File: src/imb_consts.svh
`ifndef IMB_CONSTS_SVH
`define IMB_CONSTS_SVH

// Register indices; byte address is four times the index
`define IMB_IDX_STATUS     6'h06
`define IMB_IDX_DATA       6'h07
`define IMB_IDX_CTRL       6'h08
`define IMB_IDX_IRQ_STAT   6'h09
`define IMB_IDX_IRQ_MASK   6'h0a
`define IMB_IDX_REQ_VIEW   6'h0b

// Status register fields
`define IMB_CODE_MSB       3
`define IMB_CODE_LSB       0
`define IMB_REQUEST_IRQ_ENABLE_BIT       4
`define IMB_VALID_BIT      5

// Interrupt status and mask fields
`define IMB_IRQ_RESP_BIT   0
`define IMB_IRQ_WDT_BIT    1

// Control register fields
`define IMB_CTRL_EN_BIT    0

// Reset values and the watchdog status code
`define IMB_CODE_RST       4'h0
`define IMB_DATA_RST       16'h0000
`define IMB_IRQ_RST        2'h0
`define IMB_CORE_RST_RST   1'b0
`define IMB_WDT_CODE       4'h0

// Bus answer latency in clocks, request to waitrequest low
`define IMB_ACK_CYCLES     1

`endif

File: src/imb_pkg.sv
package imb_pkg;

    typedef logic [5:0] imb_idx_t;

    typedef struct packed {
        logic        read;
        logic        write;
        logic [7:0]  address;
        logic [3:0]  byteenable;
        logic [31:0] writedata;
    } imb_av_cmd_s;

    typedef struct packed {
        logic        waitrequest;
        logic [31:0] readdata;
    } imb_av_rsp_s;

endpackage

File: src/imb_response_mailbox.sv
// Overview of operation
// - Status register carries a four-bit status code.
// - Hardware-set code blocks slave software writes; the code keeps bit four slave-writable.
// - Watchdog at maximum sets valid, code zero.
// - Watchdog status held until slave core reset.
// - Bit four enables request-valid interrupt to slave.
// - Only slave software or hardware sets valid.
// - Only master clears valid, not during lock.
// - Sixteen-bit data register resets to zero.
// - Data register read-only master, read-write slave.
// - Status register resets to all zeros.
// - Status read-only master except valid clear.
//
// The Avalon-MM slave port was left to the implementer.
`timescale 1ns/1ns
`include "imb_consts.svh"

module imb_response_mailbox #(
    parameter int RESP_W = 16
) (
    input  wire logic          clk_sys,
    input  wire logic          rst,
    input  imb_pkg::imb_av_cmd_s m_av_cmd,
    output imb_pkg::imb_av_rsp_s m_av_rsp,
    input  imb_pkg::imb_av_cmd_s s_av_cmd,
    output imb_pkg::imb_av_rsp_s s_av_rsp,
    input  wire logic          wdt_at_max,
    input  wire logic          request_valid_flag,
    input  wire logic [3:0]    request_cmd_code,
    output logic               slave_core_reset,
    output logic               slave_req_irq,
    output logic               master_irq,
    output logic               status_valid_flag
);

    generate
        if (RESP_W < 1 || RESP_W > 16) begin : g_bad_width
            $error("RESP_W must lie between 1 and 16");
        end
    endgenerate

    logic [3:0]        status_code_field;
    logic              request_irq_enable;
    logic              hw_lock;
    logic [RESP_W-1:0] response_data_word;
    logic [1:0]        irq_status;
    logic [1:0]        irq_mask;
    logic [1:0]        irq_event;
    logic [1:0]        irq_clear;
    logic [1:0]        next_irq_status;
    logic [RESP_W-1:0] data_lane_mask;
    logic [RESP_W-1:0] next_data;
    logic [31:0]       m_read_mux;
    logic [31:0]       s_read_mux;
    logic [7:0]        status_byte;
    logic              m_wr;
    logic              s_wr;
    logic              m_wr_stat;
    logic              m_wr_ctrl;
    logic              m_wr_istat;
    logic              m_wr_imask;
    logic              s_wr_stat;
    logic              s_wr_data;
    logic              s_set_valid;
    logic              wdt_hit;

    // Write commits only at the edge where waitrequest is seen low
    assign m_wr = m_av_cmd.write & ~m_av_cmd.read & ~m_av_rsp.waitrequest;
    assign s_wr = s_av_cmd.write & ~s_av_cmd.read & ~s_av_rsp.waitrequest;

    assign m_wr_stat  = m_wr && (m_av_cmd.address == {`IMB_IDX_STATUS, 2'b00}) && m_av_cmd.byteenable[0];
    assign m_wr_ctrl  = m_wr && (m_av_cmd.address == {`IMB_IDX_CTRL, 2'b00}) && m_av_cmd.byteenable[0];
    assign m_wr_istat = m_wr && (m_av_cmd.address == {`IMB_IDX_IRQ_STAT, 2'b00}) && m_av_cmd.byteenable[0];
    assign m_wr_imask = m_wr && (m_av_cmd.address == {`IMB_IDX_IRQ_MASK, 2'b00}) && m_av_cmd.byteenable[0];

    assign s_wr_stat  = s_wr && (s_av_cmd.address == {`IMB_IDX_STATUS, 2'b00}) && s_av_cmd.byteenable[0];
    assign s_wr_data  = s_wr && (s_av_cmd.address == {`IMB_IDX_DATA, 2'b00});

    assign s_set_valid = s_wr_stat & s_av_cmd.writedata[`IMB_VALID_BIT];

    // Watchdog ignored while slave core is held in reset
    assign wdt_hit = wdt_at_max & ~slave_core_reset;

    assign status_byte = {2'b00, status_valid_flag, request_irq_enable, status_code_field};

    // Byte lanes of the data word
    genvar gi;
    generate
        for (gi = 0; gi < RESP_W; gi++) begin : g_lane
            assign data_lane_mask[gi] = s_av_cmd.byteenable[gi / 8];
        end
    endgenerate

    assign next_data = (response_data_word & ~data_lane_mask)
                     | (s_av_cmd.writedata[RESP_W-1:0] & data_lane_mask);

    // Master port read map
    always_comb begin
        m_read_mux = 32'h0000_0000;
        unique case (m_av_cmd.address)
            {`IMB_IDX_STATUS, 2'b00}: begin
                m_read_mux = {24'h00_0000, status_byte};
            end
            {`IMB_IDX_DATA, 2'b00}: begin
                m_read_mux = {{(32-RESP_W){1'b0}}, response_data_word};
            end
            {`IMB_IDX_CTRL, 2'b00}: begin
                m_read_mux = {31'h0000_0000, ~slave_core_reset};
            end
            {`IMB_IDX_IRQ_STAT, 2'b00}: begin
                m_read_mux = {30'h0000_0000, irq_status};
            end
            {`IMB_IDX_IRQ_MASK, 2'b00}: begin
                m_read_mux = {30'h0000_0000, irq_mask};
            end
            default: begin
                m_read_mux = 32'h0000_0000;
            end
        endcase
    end

    // Slave port read map
    always_comb begin
        s_read_mux = 32'h0000_0000;
        unique case (s_av_cmd.address)
            {`IMB_IDX_STATUS, 2'b00}: begin
                s_read_mux = {24'h00_0000, status_byte};
            end
            {`IMB_IDX_DATA, 2'b00}: begin
                s_read_mux = {{(32-RESP_W){1'b0}}, response_data_word};
            end
            {`IMB_IDX_REQ_VIEW, 2'b00}: begin
                s_read_mux = {26'h000_0000, request_valid_flag, 1'b0, request_cmd_code};
            end
            default: begin
                s_read_mux = 32'h0000_0000;
            end
        endcase
    end

    // Master port handshake, one wait cycle per access
    always_ff @(posedge clk_sys or posedge rst) begin
        if (rst) begin
            m_av_rsp.waitrequest <= 1'b1;
            m_av_rsp.readdata    <= 32'h0000_0000;
        end else if ((m_av_cmd.read ^ m_av_cmd.write) && m_av_rsp.waitrequest) begin
            m_av_rsp.waitrequest <= 1'b0;
            m_av_rsp.readdata    <= m_av_cmd.read ? m_read_mux : 32'h0000_0000;
        end else begin
            m_av_rsp.waitrequest <= 1'b1;
            m_av_rsp.readdata    <= m_av_rsp.readdata;
        end
    end

    // Slave port handshake, same timing as master port
    always_ff @(posedge clk_sys or posedge rst) begin
        if (rst) begin
            s_av_rsp.waitrequest <= 1'b1;
            s_av_rsp.readdata    <= 32'h0000_0000;
        end else if ((s_av_cmd.read ^ s_av_cmd.write) && s_av_rsp.waitrequest) begin
            s_av_rsp.waitrequest <= 1'b0;
            s_av_rsp.readdata    <= s_av_cmd.read ? s_read_mux : 32'h0000_0000;
        end else begin
            s_av_rsp.waitrequest <= 1'b1;
            s_av_rsp.readdata    <= s_av_rsp.readdata;
        end
    end

    always_ff @(posedge clk_sys or posedge rst) begin
        if (rst) begin
            slave_core_reset <= `IMB_CORE_RST_RST;
        end else if (m_wr_ctrl) begin
            slave_core_reset <= ~m_av_cmd.writedata[`IMB_CTRL_EN_BIT];
        end
    end

    // Lock marks a hardware-owned status
    always_ff @(posedge clk_sys or posedge rst) begin
        if (rst) begin
            hw_lock <= 1'b0;
        end else if (slave_core_reset) begin
            hw_lock <= 1'b0;
        end else if (wdt_hit) begin
            hw_lock <= 1'b1;
        end
    end

    // Status code field
    always_ff @(posedge clk_sys or posedge rst) begin
        if (rst) begin
            status_code_field <= `IMB_CODE_RST;
        end else if (slave_core_reset) begin
            status_code_field <= `IMB_CODE_RST;
        end else if (wdt_hit) begin
            status_code_field <= `IMB_WDT_CODE;
        end else if (s_wr_stat && !hw_lock) begin
            status_code_field <= s_av_cmd.writedata[`IMB_CODE_MSB:`IMB_CODE_LSB];
        end
    end

    // Request interrupt enable stays writable under lock
    always_ff @(posedge clk_sys or posedge rst) begin
        if (rst) begin
            request_irq_enable <= 1'b0;
        end else if (slave_core_reset) begin
            request_irq_enable <= 1'b0;
        end else if (s_wr_stat) begin
            request_irq_enable <= s_av_cmd.writedata[`IMB_REQUEST_IRQ_ENABLE_BIT];
        end
    end

    // Status valid flag; any set beats a master clear
    always_ff @(posedge clk_sys or posedge rst) begin
        if (rst) begin
            status_valid_flag <= 1'b0;
        end else if (slave_core_reset) begin
            status_valid_flag <= 1'b0;
        end else if (wdt_hit) begin
            status_valid_flag <= 1'b1;
        end else if (s_set_valid) begin
            status_valid_flag <= 1'b1;
        end else if (m_wr_stat && !m_av_cmd.writedata[`IMB_VALID_BIT] && !hw_lock) begin
            status_valid_flag <= 1'b0;
        end
    end

    // Response data word; no guard against overwrite, software keeps the order
    always_ff @(posedge clk_sys or posedge rst) begin
        if (rst) begin
            response_data_word <= RESP_W'(`IMB_DATA_RST);
        end else if (slave_core_reset) begin
            response_data_word <= RESP_W'(`IMB_DATA_RST);
        end else if (s_wr_data) begin
            // relies on slave waiting for clear
            response_data_word <= next_data;
        end
    end

    // Events for the master interrupt
    always_comb begin
        irq_event                    = 2'b00;
        irq_event[`IMB_IRQ_RESP_BIT] = s_set_valid & ~status_valid_flag & ~slave_core_reset;
        irq_event[`IMB_IRQ_WDT_BIT]  = wdt_hit & ~hw_lock;
        irq_clear                    = m_wr_istat ? m_av_cmd.writedata[1:0] : 2'b00;
        // Set wins over a simultaneous clear
        next_irq_status              = (irq_status & ~irq_clear) | irq_event;
    end

    always_ff @(posedge clk_sys or posedge rst) begin
        if (rst) begin
            irq_status <= `IMB_IRQ_RST;
        end else begin
            irq_status <= next_irq_status;
        end
    end

    always_ff @(posedge clk_sys or posedge rst) begin
        if (rst) begin
            irq_mask <= `IMB_IRQ_RST;
        end else if (m_wr_imask) begin
            irq_mask <= m_av_cmd.writedata[1:0];
        end
    end

    // One clock behind the status bits to keep the output a flop
    always_ff @(posedge clk_sys or posedge rst) begin
        if (rst) begin
            master_irq <= 1'b0;
        end else begin
            master_irq <= |(irq_status & irq_mask);
        end
    end

    always_ff @(posedge clk_sys or posedge rst) begin
        if (rst) begin
            slave_req_irq <= 1'b0;
        end else begin
            slave_req_irq <= request_irq_enable & request_valid_flag;
        end
    end

endmodule // imb_response_mailbox

File: config.mk
export PLATFORM = sky130hd
export DESIGN_NAME = imb_response_mailbox
export DESIGN_NICKNAME = d
export VERILOG_FILES = /design/src/imb_pkg.sv /design/src/imb_response_mailbox.sv
export VERILOG_INCLUDE_DIRS = /design/src
export SDC_FILE = /design/constraint.sdc
export NUM_CORES = 1
export LEC_CHECK = 0
export BUFFER_PORTS_ARGS = -buffer_cell sky130_fd_sc_hd__buf_4
export CAP_MARGIN = 20
export CORE_ASPECT_RATIO = 0.7
export CORE_MARGIN = 3
export CORE_UTILIZATION = 45
export DETAILED_ROUTE_END_ITERATION = 7
export HOLD_SLACK_MARGIN = 0.12
export PLACE_DENSITY_LB_ADDON = 0.08
export SKIP_CTS_REPAIR_TIMING = 1
export SYNTH_ARGS = -nofsm -noshare
export SYNTH_HDL_FRONTEND = slang
export SYNTH_SLANG_ARGS = --single-unit
File: constraint.sdc
create_clock -name clk_sys -period 2 [get_ports clk_sys]
set_input_delay 0.1 -clock clk_sys [delete_from_list [all_inputs] [get_ports clk_sys]]
set_output_delay 0.1 -clock clk_sys [all_outputs]
set_load 0.02 [all_outputs]
== Word-level counts from Yosys, hierarchy flattened ==
Index checks and enable logic that the tools add are counted.

* Reduce and logical (&&, ||, !) cells: 24
* Equal/unequal tests: 8
* Bitwise logic cells: 28
* Mux-type cells: 20

{| class="wikitable"
|+ Operator list
! cell !! number
|-
| $pmux W16 S5 || 1
|-
| $mux W33 || 2
|-
| $mux W32 || 2
|-
| $pmux W16 S3 || 1
|-
| $and A16 B16 Y16 || 2
|-
| $eq A8 B5 Y1 const B || 4
|-
| $eq A8 B6 Y1 const B || 4
|-
| $mux W16 || 2
|-
| $logic_and A1 B1 Y1 || 16
|-
| $not A16 Y16 || 1
|-
| $or A16 B16 Y16 || 1
|-
| $mux W4 || 3
|-
| $and A1 B1 Y1 || 10
|-
| $mux W1 || 8
|-
| $not A1 Y1 || 8
|-
| $reduce_bool A2 Y1 || 3
|-
| $and A2 B2 Y2 || 2
|-
| $reduce_bool A4 Y1 || 1
|-
| $reduce_bool A3 Y1 || 1
|-
| $logic_not A1 Y1 || 2
|-
| $mux W2 || 1
|-
| $not A2 Y2 || 1
|-
| $or A2 B2 Y2 || 1
|-
| $reduce_or A2 Y1 || 1
|-
| $xor A1 B1 Y1 || 2
|}

* Register bits after elaboration: 96
* Input port bits: 100
* Logic and storage cells: 94

== Longest topological paths before layout ==
Gate-level depths: netlist of run 1.

* Depth in word-level cells: 11
* Depth in mapped cells: 8
* Mapped depth without buffers: 7

== Worst setup path before layout of run 1 ==
No wires, ideal clock.

* Path type: register -> register
* Start point: register s_av_rsp[32] (netlist name)
* End point: register s_av_rsp[0] (netlist name)
* Buffers on the path: 1
* Cell stages (with the launch flop): 6
* Data required time: 1,917 ps
* Path slack: 263 ps
* Arrival time: 1,654 ps
* Cell sequence: dfstp_2 -> nand2b_1 -> clkbuf_1 -> or2_2 -> or3_1 -> o21ai_0

* Cells in the longest elaborated chain, start to end: 1

{| class="wikitable"
|+ RTL lines
! what !! RTL line !! source
|-
| start: declaration || imb_response_mailbox.sv:26 || <nowiki>output imb_pkg::imb_av_rsp_s s_av_rsp,</nowiki>
|-
| $logic_and A1 B1 Y1 || imb_response_mailbox.sv:160 || <nowiki>end else if ((s_av_cmd.read ^ s_av_cmd.write) && s_av_rsp.waitrequest) begin</nowiki>
|}

No other way between the ends.
A chain may end at the register's enable or synchronous reset.

== Final worst setup path of run 1 ==
* Start point: input s_av_cmd[39] (netlist name)
* End point: register status_code_field[0]

* Cells in the longest elaborated chain, start to end: 5

{| class="wikitable"
|+ RTL lines
! what !! RTL line !! source
|-
| start: declaration || imb_response_mailbox.sv:25 || <nowiki>input imb_pkg::imb_av_cmd_s s_av_cmd,</nowiki>
|-
| $eq A8 B5 Y1 || imb_response_mailbox.sv:76 || <nowiki>assign s_wr_stat = s_wr && (s_av_cmd.address == {`IMB_IDX_STATUS, 2'b00}) && s_av_cmd.byteenable[0];</nowiki>
|-
| $logic_and A1 B1 Y1 (2 in a row) || imb_response_mailbox.sv:76 ||
|-
| $logic_and A1 B1 Y1 || imb_response_mailbox.sv:196 || <nowiki>end else if (s_wr_stat && !hw_lock) begin</nowiki>
|-
| $reduce_bool A3 Y1 (no source line) || - ||
|-
| end signal: assignment || imb_response_mailbox.sv:193 || <nowiki>status_code_field <= `IMB_CODE_RST;</nowiki>
|-
| end signal: assignment || imb_response_mailbox.sv:195 || <nowiki>status_code_field <= `IMB_WDT_CODE;</nowiki>
|-
| end signal: assignment || imb_response_mailbox.sv:197 || <nowiki>status_code_field <= s_av_cmd.writedata[`IMB_CODE_MSB:`IMB_CODE_LSB];</nowiki>
|-
| end: declaration || imb_response_mailbox.sv:42 || <nowiki>logic [3:0] status_code_field;</nowiki>
|}

No other way between the ends.

==> impl_results.md, run 1 <==
- Status: complete, no violations
- Clock power share: 44.8%
- Detail Route Antenna Nets: 0
- Crit path top cell by count: or4b_1
- MaxCap Viol Count: 0
- Comb pwr share: between 10% and 20%
- CTS buffer count: 9
- Power density over the cells: between 600 and 700 nW/um^2
- Boundary Pins: 170
- RSZ-0062 raised after global routing: false
- Fin Hold WS: 0.0835 ns
- Critical path endpoint category: flop
- Switch Pwr: about 0.73 mW
- Worst EP required: ~2.3 ns
- # rows: 24
- Clock sinks: 64
- DRT iter0 DRCs: ~120
- Post-Syn Area: roughly 3100 um^2
- Die H: around 76 um
- TritonRoute pass-1 iters: 5
- Grt total ovfl: 0
- Critical path startpoint: s_av_cmd[39]
- Max stage delay on crit path: approximately 0.64 ns
- Worst skew pair latency: approximately 0.34 ns
- Startpoint types: input port
- Post-synth cell types: 48
- Die area: 8000 um^2
- Post-DP HPWL: slightly below 6000 um
- Worst r2r src: s_av_rsp[32]
- Worst slew margin: ~56%
- Fin crit period: roughly 1.9 ns
- FMAX: around 0.52 GHz
- Max stage delay cell, worst path: or4b_1
- Final Hold Vio Count: 0
- GRT Overall Usage: 20.1%
- Sequential fraction of the synthesis area: 51.3%
- Int Pwr: about 2.3 mW
- Crit-path cells: dlygate4sd3_1 -> buf_4 -> or4b_1 -> or4b_1 -> mux2i_1 -> nor3_1
- Sequential Power Share: ~44%
- Mapped Cells: 284
- EDFF count, synth: 0
- Commonest non-fill, non-tap cell in the layout: buf_4
- Worst VDD drop: approximately 0.38 mV
- Die W: ~110 um
- Area Overhead vs Synth: 39.2%
- Crit-path max FO: 4
- PortBufs: 87
- Worst Setup Path Type: in -> reg
- Clock root buffer master: clkbuf_8
- Global-route wire length before repair: roughly 12000 um
- Mapped Avg Cell Area: 11.0 um^2
- CTS tree: built
- Final-report setup violation count: 0
- Synth async-reset ratio: 100%
- Drt total wl: about 8000 um
- Final nets: between 500 and 600
- Vias: around 2600
- Top_reg_cell synth: dfrtp_1
- Maximum level of the CTS H-tree: 3
- Vias in the first global route: 2339
- Post-synthesis register bit count: 64
- Core area: approximately 6500 um^2
- Sw Ratio: 24.2%
- Initial Util: between 40% and 50%
- RePlAce Congestion: ~0.84
- Pleak: between 2 and 2.5 nW
- Vias per std cell: 5.20
- R2r setup slk: 0.22 ns
- # DRC: 0
- Register-to-Register Path Depth: 4
- Post-placement cell area: 3850 um^2
- N_diodes: 0
- Hold Path Depth: 4
- Bufs on Longest Clock Path: 2
- Largest net degree at the start of global routing: 32
- Final Power: 3.01 mW
- Worst min path class: in -> reg
- Period utilization: approximately 96%
- Slew Viols, Final: 0
- Worst hold path startpoint: s_av_cmd[36]
- Clock-pin slew on the worst setup and hold paths: ~0.070 ns
- Layout cells sized above 1: between 30% and 40%
- Warnings, synthesis: 0
- Worst R2R End: status_code_field[0]
- Crit path arrival time: around 2.2 ns
- Worst-Margin Slew: roughly 0.65 ns
- Clk_skew: 0.00818 ns
- Commonest non-fill, non-tap cells in the layout: 101 x buf_4, 62 x dfrtp_1, 32 x conb_1
- Finished Cell Area: roughly 4400 um^2
- Worst Hold End: s_av_rsp[4]
- Antenna violations before repair: 0
- Drt wl/cell: ~16 um
- Sum Neg Setup Slack: 0 ns
how the worst max path moves through the flow:
stage / endpoint / slack [ns] / cells after the start
global placement: status_code_field[2] / 0.19 / 5
global route: slave_core_reset / 0.03 / 8
finish: status_code_field[0] / 0.09 / 6
detailed placement: status_code_field[0] / 0.14 / 5
CTS: status_code_field[0] / 0.22 / 4
floorplan: s_av_rsp[0] / 0.26 / 5
power by group through the flow:
stage               logic (mW)  clock network [mW]  registers, mW
floorplan                0.195                   0           1.35
global placement         0.300                   0           1.34
detailed placement       0.301                   0           1.35
CTS                      0.303                1.37           1.32
global route             0.373                1.43           1.32
finish                   0.342                1.35           1.32
Yosys cell counts, types with 4 or more instances:
library cell | n | share of area (%)
clkbuf_1 | 10 | 1.2
inv_1 | 6 | 0.72
a21oi_1 | 4 | 0.64
a22o_1 | 27 | 7.6
nor3_1 | 4 | 0.64
o21ai_0 | 9 | 1.4
nand2_1 | 18 | 2.2
mux2i_1 | 26 | 8.3
nor2_1 | 25 | 3.0
a22oi_1 | 5 | 1.2
nand3_1 | 4 | 0.64
buf_4 | 32 | 7.7
dfrtp_1 | 62 | 50
cells by family after synthesis:
| family | synth area share, % |
|---|---|
| AND/OR/NAND/NOR | 14.0 |
| flip-flops | 51.3 |
| AO/OA/AOI/OAI | 14.7 |
| buffers and inverters | 10.0 |
| multiplexers | 9.04 |
| adder cells (fa/ha/maj) | 0.800 |
| other | 0.120 |
final cells by class:
cell class	instances	area, um^2
Fill cell	545	2130
Sequential cell	64	1600
Multi-Input combinational cell	200	1330
Timing Repair Buffer	128	1040
Clock buffer	9	124
Clock inverter	7	120
Tap cell	91	114
Inverter	7	26.3
layer usage:
metal  routed length [um]  vias to the layer above  global-route usage, %
li1                     -                     1232                      -
met1                 3920                     1284                   29.4
met2                 3540                      109                   29.9
met3                  539                        4                   5.17
met4                   26                        0                   5.17
met5                    0                        -                      0
stage by stage:
step | util, % | setup slack [ns] | cells
global placement | 59.3 | 0.190 | 464
CTS | 63.1 | 0.217 | 480
finish | 67.1 | 0.0866 | 506
detailed placement | 59.3 | 0.141 | 464
floorplan | - | 0.263 | 315
global route | 67.1 | 0.0312 | 506
flip-flops by register name, indices dropped and copies added (netlist names):
signal,count
slave_core_reset,1
hw_lock,1
request_irq_enable,1
slave_req_irq,1
status_code_field,4
m_av_rsp,17
s_av_rsp,17
response_data_word,16
master_irq,1
irq_status,2
irq_mask,2
status_valid_flag,1
worst max-delay path, delay by kind of cell:
family        cells  cell delay [ns]
buf+inv           2             0.62
mux               1             0.18
simple gates      3             1.25
Note: power is estimated with default switching activity, not from simulation.
==> run 2, diff against run 1 <==
--- a/config.mk
+++ b/config.mk
@@ -6,11 +6,12 @@
 export SDC_FILE = /design/constraint.sdc
 export NUM_CORES = 1
 export LEC_CHECK = 0
+export ABC_AREA = 1
 export BUFFER_PORTS_ARGS = -buffer_cell sky130_fd_sc_hd__buf_4
 export CAP_MARGIN = 20
 export CORE_ASPECT_RATIO = 0.7
 export CORE_MARGIN = 3
-export CORE_UTILIZATION = 45
+export CORE_UTILIZATION = 47
 export DETAILED_ROUTE_END_ITERATION = 7
 export HOLD_SLACK_MARGIN = 0.12
 export PLACE_DENSITY_LB_ADDON = 0.08
==> run 2 against run 1 <==
  * Highest routed layer unchanged
  * First-iteration DRC count is 50% higher
  * Largest cell class unchanged
  * Area after synthesis is 13% higher
  * Fmax grew 2.3%
  * Utilization is 2.9 points lower
  * Critical path type is now reg -> reg
==> impl_results.md, run 2 <==
- Status: complete, no violations
- Grt total ovfl: 0
- Fin crit period: roughly 1.9 ns
- Worst VDD drop: 0.455 mV
- Commonest non-fill, non-tap cell in the layout: nand2_1
- Worst R2R End: irq_status[0]
- GRT Overall Usage: a little over 20%
- Drt wl/cell: 14.1 um
- # DRC: 0
- Worst Setup Path Type: reg -> reg
- Clock root buffer master: clkbuf_8
- Period utilization: 93.5%
- Max stage delay cell, worst path: dlygate4sd3_1
- EDFF count, synth: 0
- Detail Route Antenna Nets: 0
- Warnings, synthesis: 0
- Global-route wire length before repair: between 10000 and 15000 um
- PortBufs: 87
- Post-DP HPWL: around 6600 um
- Core area: between 7000 and 8000 um^2
- Sequential fraction of the synthesis area: around 45%
- CTS tree: built
- Biggest regs: m_av_rsp x17, s_av_rsp x17, response_data_word x16
- Worst slew margin: 64.8%
- Vias in the first global route: around 2700
- Bufs on Longest Clock Path: 2
- Area Overhead vs Synth: 27.5%
- Sequential Power Share: roughly 47%
- Crit path top cell by count: nand2_1
- Pleak: ~2.3 nW
- Post-synth cell types: 34
- Register-to-Register Path Depth: 8
- Hold Path Depth: 5
- Final Power: 2.79 mW
- Post-synthesis register bit count: 64
- Maximum level of the CTS H-tree: 3
- Final Hold Vio Count: 0
- Commonest non-fill, non-tap cells in the layout: 105 x nand2_1, 91 x buf_4, 62 x dfrtp_1
- Top_reg_cell synth: dfrtp_1
- Power density over the cells: between 600 and 700 nW/um^2
- Crit-path cells: inv_1 -> nand2_1 -> nor2_1 -> nand3_1 -> inv_2 -> nand2_1 -> o21ai_1 -> dlygate4sd3_1
- Final nets: about 630
- Clock power share: roughly two fifths
- Sum Neg Setup Slack: 0 ns
- Mapped Cells: ~420
- Worst skew pair latency: between 0.3 and 0.4 ns
- Max stage delay on crit path: 0.56 ns
- Final Core Density: between 60 and 70%
- Startpoint types: flop
- Share of the synthesized area in the top cell type: between 40% and 50%
- Antenna violations before repair: 0
- N_diodes: 0
- Worst r2r src: s_av_rsp[32]
- Switch Pwr: about 0.73 mW
- Synth area leader: dfrtp_1
- Slew Viols, Final: 0
- Worst Path Buf+Inv: 3
- Critical path endpoint category: flop
- Die H: a little under 80 um
- Worst min path class: in -> reg
- Multi-input gate area in the final layout: ~1500 um^2
- Mapped Avg Cell Area: 8.41 um^2
- RSZ-0062 raised after global routing: false
- FMAX: 0.535 GHz
- Finished Cell Area: ~4500 um^2
- Die area: ~8600 um^2
- Crit path arrival time: ~2.1 ns
- Vias: roughly 3000
- R2r setup slk: between 0.1 and 0.15 ns
- Initial Util: between 50% and 60%
- Layout cells sized above 1: about 29%
- Clock sinks: 64
- Worst-Margin Slew: between 0.5 and 0.6 ns
- MaxCap Viol Count: 0
- Die W: about 110 um
- Largest delay share family, worst path: buffers and inverters
- Post-placement cell area: approximately 4200 um^2
- Post-Syn Area: ~3500 um^2
- Top cells by area, synth: dfrtp_1 44%, nand2_1 11%, buf_4 7.0%
- Crit-path max FO: 6
- DRT iter0 DRCs: 173
- Largest net degree at the start of global routing: between 40 and 50
- Final-report setup violation count: 0
- Boundary Pins: 170
- CTS buffer count: 9
- Worst Hold End: status_valid_flag
- Clock-pin slew on the worst setup and hold paths: 0.07 ns
- TritonRoute pass-1 iters: 4
- Clk_skew: roughly 0.0075 ns
- Drt total wl: slightly below 9000 um
- Post-synth top cells: 105 x nand2_1, 62 x dfrtp_1, 47 x inv_1, 38 x nand3_1, 33 x buf_4
- Sw Ratio: between 20% and 30%
- Placed cell count: around 590
- # rows: 25
- Synth async-reset ratio: 100%
- Comb pwr share: between 10% and 20%
- Fillers: roughly 620
- Vias per std cell: a little under 5
- Finished Layout Cells: about 620
- Worst hold path startpoint: s_av_cmd[5]
- Seq. cell area: approximately 1600 um^2
- Worst EP required: around 2.2 ns
- RePlAce Congestion: around 0.89
- Most common cell in the synthesized netlist: nand2_1
- Int Pwr: between 2 and 2.5 mW
-- run 2: area by class of cell --
cell class,instances,share of cell area (%)
sequential,64,35.5
multi-input combinational,291,34.2
timing repair buffer,106,18.9
inverter,51,4.24
clock buffer,11,3.35
tap,94,2.60
clock inverter,5,1.22
-- run 2: routing by layer --
metal	track usage, %	part of all wire [%]
met1	32.7	51
met2	28.3	41
met3	5.59	7.3
met4	4.11	0.76
met5	0	0
-- run 2: cells by family (layout without fill, tap and decap cells) --
| logic type | count (synthesis) | count (layout) | synth area share [%] |
|---|---|---|---|
| buf+inv | 97 | 173 | 14.4 |
| fa+ha+maj | 2 | 2 | 0.707 |
| other cells | 1 | 32 | 0.106 |
| flops | 64 | 64 | 45.3 |
| compound gates | 75 | 75 | 14.5 |
| simple gates | 182 | 182 | 24.9 |
-- run 2: power groups by stage --
stage	combinational, mW	clock [mW]	sequential [mW]
floorplan	0.230	0	1.34
global placement	0.318	0	1.34
detailed placement	0.322	0	1.34
CTS	0.323	1.16	1.31
global route	0.377	1.22	1.31
finish	0.341	1.14	1.31
-- run 2: worst register-to-register path: stages, from the launching register on --
cell	delay, ns
dfstp_2	0.53
inv_1	0.05
nand2_1	0.16
nor2_1	0.07
nand3_1	0.13
inv_2	0.09
nand2_1	0.09
o21ai_1	0.08
dlygate4sd3_1	0.56
-- run 2: metrics by stage --
step,setup WS [ns],hold slack [ns]
final,0.129,0.102
after global routing,0.0120,0.128
after CTS,0.433,-0.182
after detailed placement,0.445,0.185
after global placement,0.466,0.181
after floorplan,0.305,0.204
-- run 2: worst max path at each step --
stage | slack [ns] | startpoint | to | cells past startpoint
after floorplan | 0.31 | rst | hw_lock | 1
after global placement | 0.47 | m_av_cmd[45] | m_av_rsp[11] | 6
after detailed placement | 0.45 | m_av_cmd[45] | m_av_rsp[11] | 6
after CTS | 0.43 | m_av_rsp[32] | m_av_rsp[11] | 4
after global routing | 0.01 | s_av_rsp[32] | irq_status[0] | 8
final | 0.13 | s_av_rsp[32] | irq_status[0] | 8
==> run 3, diff against run 2 <==
--- a/config.mk
+++ b/config.mk
@@ -11,7 +11,7 @@
 export CAP_MARGIN = 20
 export CORE_ASPECT_RATIO = 0.7
 export CORE_MARGIN = 3
-export CORE_UTILIZATION = 47
+export CORE_UTILIZATION = 50
 export DETAILED_ROUTE_END_ITERATION = 7
 export HOLD_SLACK_MARGIN = 0.12
 export PLACE_DENSITY_LB_ADDON = 0.08
==> constraint.sdc (replaced) <==
create_clock -name clk_sys -period 2.3 [get_ports clk_sys]
set_input_delay 0.115 -clock clk_sys [delete_from_list [all_inputs] [get_ports clk_sys]]
set_output_delay 0.115 -clock clk_sys [all_outputs]
set_load 0.02 [all_outputs]
==> run 3 against run 2 <==
  * Clock skew about the same
  * Power down 18%
  * Cell count is 0.80% lower
  * Combinational power down 15%
  * Utilization increased by 3.7 points
  * Sequential cell count is the same
  * Global-route usage rose by 0.84 points
  * Register-to-register slack better by 0.29 ns
  * Via count grew 2.6%
  * First-iteration DRC count rose by 37%
==> impl_results.md, run 3 (same netlist as run 2, synthesis figures left out) <==
- Status: complete, no violations
- Maximum level of the CTS H-tree: 3
- Worst Path Buf+Inv: 4
- Biggest regs: m_av_rsp x17, s_av_rsp x17, response_data_word x16
- Boundary Pins: 170
- # rows: 24
- Drt wl/cell: 14.2 um
- Core area: about 6500 um^2
- Clock root buffer master: clkbuf_8
- Bufs on Longest Clock Path: 2
- Worst VDD drop: 0.430 mV
- R2r setup slk: roughly 0.42 ns
- Worst hold path startpoint: s_av_cmd[14]
- Fin crit period: just over 2 ns
- Slew Viols, Final: 0
- Vias in the first global route: around 2600
- Fin Hold WS: 0.123 ns
- Vias: between 3000 and 4000
- Commonest non-fill, non-tap cells in the layout: 105 x nand2_1, 90 x buf_4, 62 x dfrtp_1
- Worst-Margin Slew: between 0.8 and 0.9 ns
- Area Overhead vs Synth: 25.4%
- Largest delay share family, worst path: buffers and inverters
- RePlAce Congestion: about 0.84
- FMAX: 0.486 GHz
- Drt total wl: about 8800 um
- Worst R2R End: irq_status[0]
- Critical path endpoint category: flop
- Crit path arrival time: about 2.3 ns
- Crit path top cell by count: nand2_1
- Die H: 76.4 um
- Worst min path class: in -> reg
- PortBufs: between 80 and 90
- Global-route wire length before repair: 13800 um
- Power density over the cells: a little over 500 nW/um^2
- CTS tree: built
- N_diodes: 0
- Sum Neg Setup Slack: 0 ns
- Startpoint types: input port
- Clock sinks: 64
- Worst Hold End: response_data_word[14]
- MaxCap Viol Count: 0
- Period utilization: 89.5%
- Grt total ovfl: 0
- Largest net degree at the start of global routing: 65
- Initial Util: 54.1%
- Max stage delay cell, worst path: dlygate4sd3_1
- Die area: between 8000 and 9000 um^2
- Post-DP HPWL: roughly 6500 um
- Worst slew margin: between 40% and 50%
- GRT Overall Usage: between 20% and 30%
- Worst EP required: 2.52 ns
- Final Hold Vio Count: 0
- Hold Path Depth: 5
- Commonest non-fill, non-tap cell in the layout: nand2_1
- Vias per std cell: between 5 and 6
- CTS buffer count: 9
- Worst skew pair latency: about 0.34 ns
- Register-to-Register Path Depth: 8
- Final nets: between 600 and 700
- Worst r2r src: s_av_rsp[32]
- Die W: 107 um
- DRT iter0 DRCs: 237
- Antenna violations before repair: 0
- Clk_skew: around 0.0071 ns
- Crit-path cells: dlygate4sd3_1 -> buf_4 -> inv_1 -> ha_1 -> nand2_1 -> nor2_1 -> and3_1 -> nand2_1 -> nand2_1 -> o21ai_1 -> dlygate4sd3_1
- Detail Route Antenna Nets: 0
- Final-report setup violation count: 0
- Pleak: between 2 and 2.5 nW
- Fillers: around 570
- TritonRoute pass-1 iters: 5
- RSZ-0062 raised after global routing: false
- Layout cells sized above 1: 28.3%
- # DRC: 0
- Clock-pin slew on the worst setup and hold paths: about 0.07 ns
- Crit-path max FO: 7
- Worst Setup Path Type: in -> reg
- Max stage delay on crit path: around 0.55 ns
-- run 3: per-stage QoR --
step	util, %	instances	setup WS [ns]	power (mW)	instance area [um^2]
2_1_floorplan	-	452	0.590	1.37	3660
3_3_place_gp	63.1	587	0.662	1.43	4130
3_5_place_dp	63.1	587	0.608	1.43	4130
4_1_cts	65.7	603	0.628	2.28	4300
5_1_grt	67.9	617	0.137	2.39	4440
6_report	67.9	617	0.243	2.29	4440
-- run 3: worst register-to-register path: cells and delay by family (launching register included) --
kind,cells,cell delay [ns]
buffers and inverters,3,0.68
and+or+nand+nor,4,0.48
DFF,1,0.53
AOI/OAI and AO/OA,1,0.07
-- run 3: power by group --
part / switching, mW / leakage (nW) / total [mW] / internal, mW
Clock: 0.440 / 0.0813 / 0.856 / 0.416
Sequential: 0.00482 / 0.882 / 1.14 / 1.14
Combinational: 0.190 / 1.28 / 0.290 / 0.0996
Total: 0.635 / 2.24 / 2.29 / 1.65
-- run 3: layout make-up --
type,instances,area [um^2],share of cell area [%]
flip-flops and latches,64,1600,36.1
multi-input cells,291,1540,34.7
well taps,91,114,2.56
clock buffers,11,141,3.18
clock inverters,5,32.5,0.732
inverters,51,191,4.31
repair buffers,104,816,18.4
-- run 3: how the worst max path moves through the flow --
stage	from	end	slack, ns	cells past startpoint
finish	m_av_cmd[45]	irq_status[0]	0.24	11
global route	m_av_cmd[45]	irq_status[0]	0.14	11
CTS	m_av_rsp[32]	m_av_rsp[6]	0.63	5
detailed placement	m_av_cmd[45]	m_av_rsp[6]	0.61	7
global placement	m_av_cmd[45]	m_av_rsp[9]	0.66	7
floorplan	rst	hw_lock	0.59	1
-- run 3: metal layers --
metal | vias to the layer above | wire length (um) | GRT usage [%]
li1 | 1515 | - | -
met1 | 1436 | 4220 | 34.5
met2 | 163 | 3650 | 29.0
met3 | 4 | 876 | 6.01
met4 | 0 | 32 | 3.96
met5 | - | 0 | 0
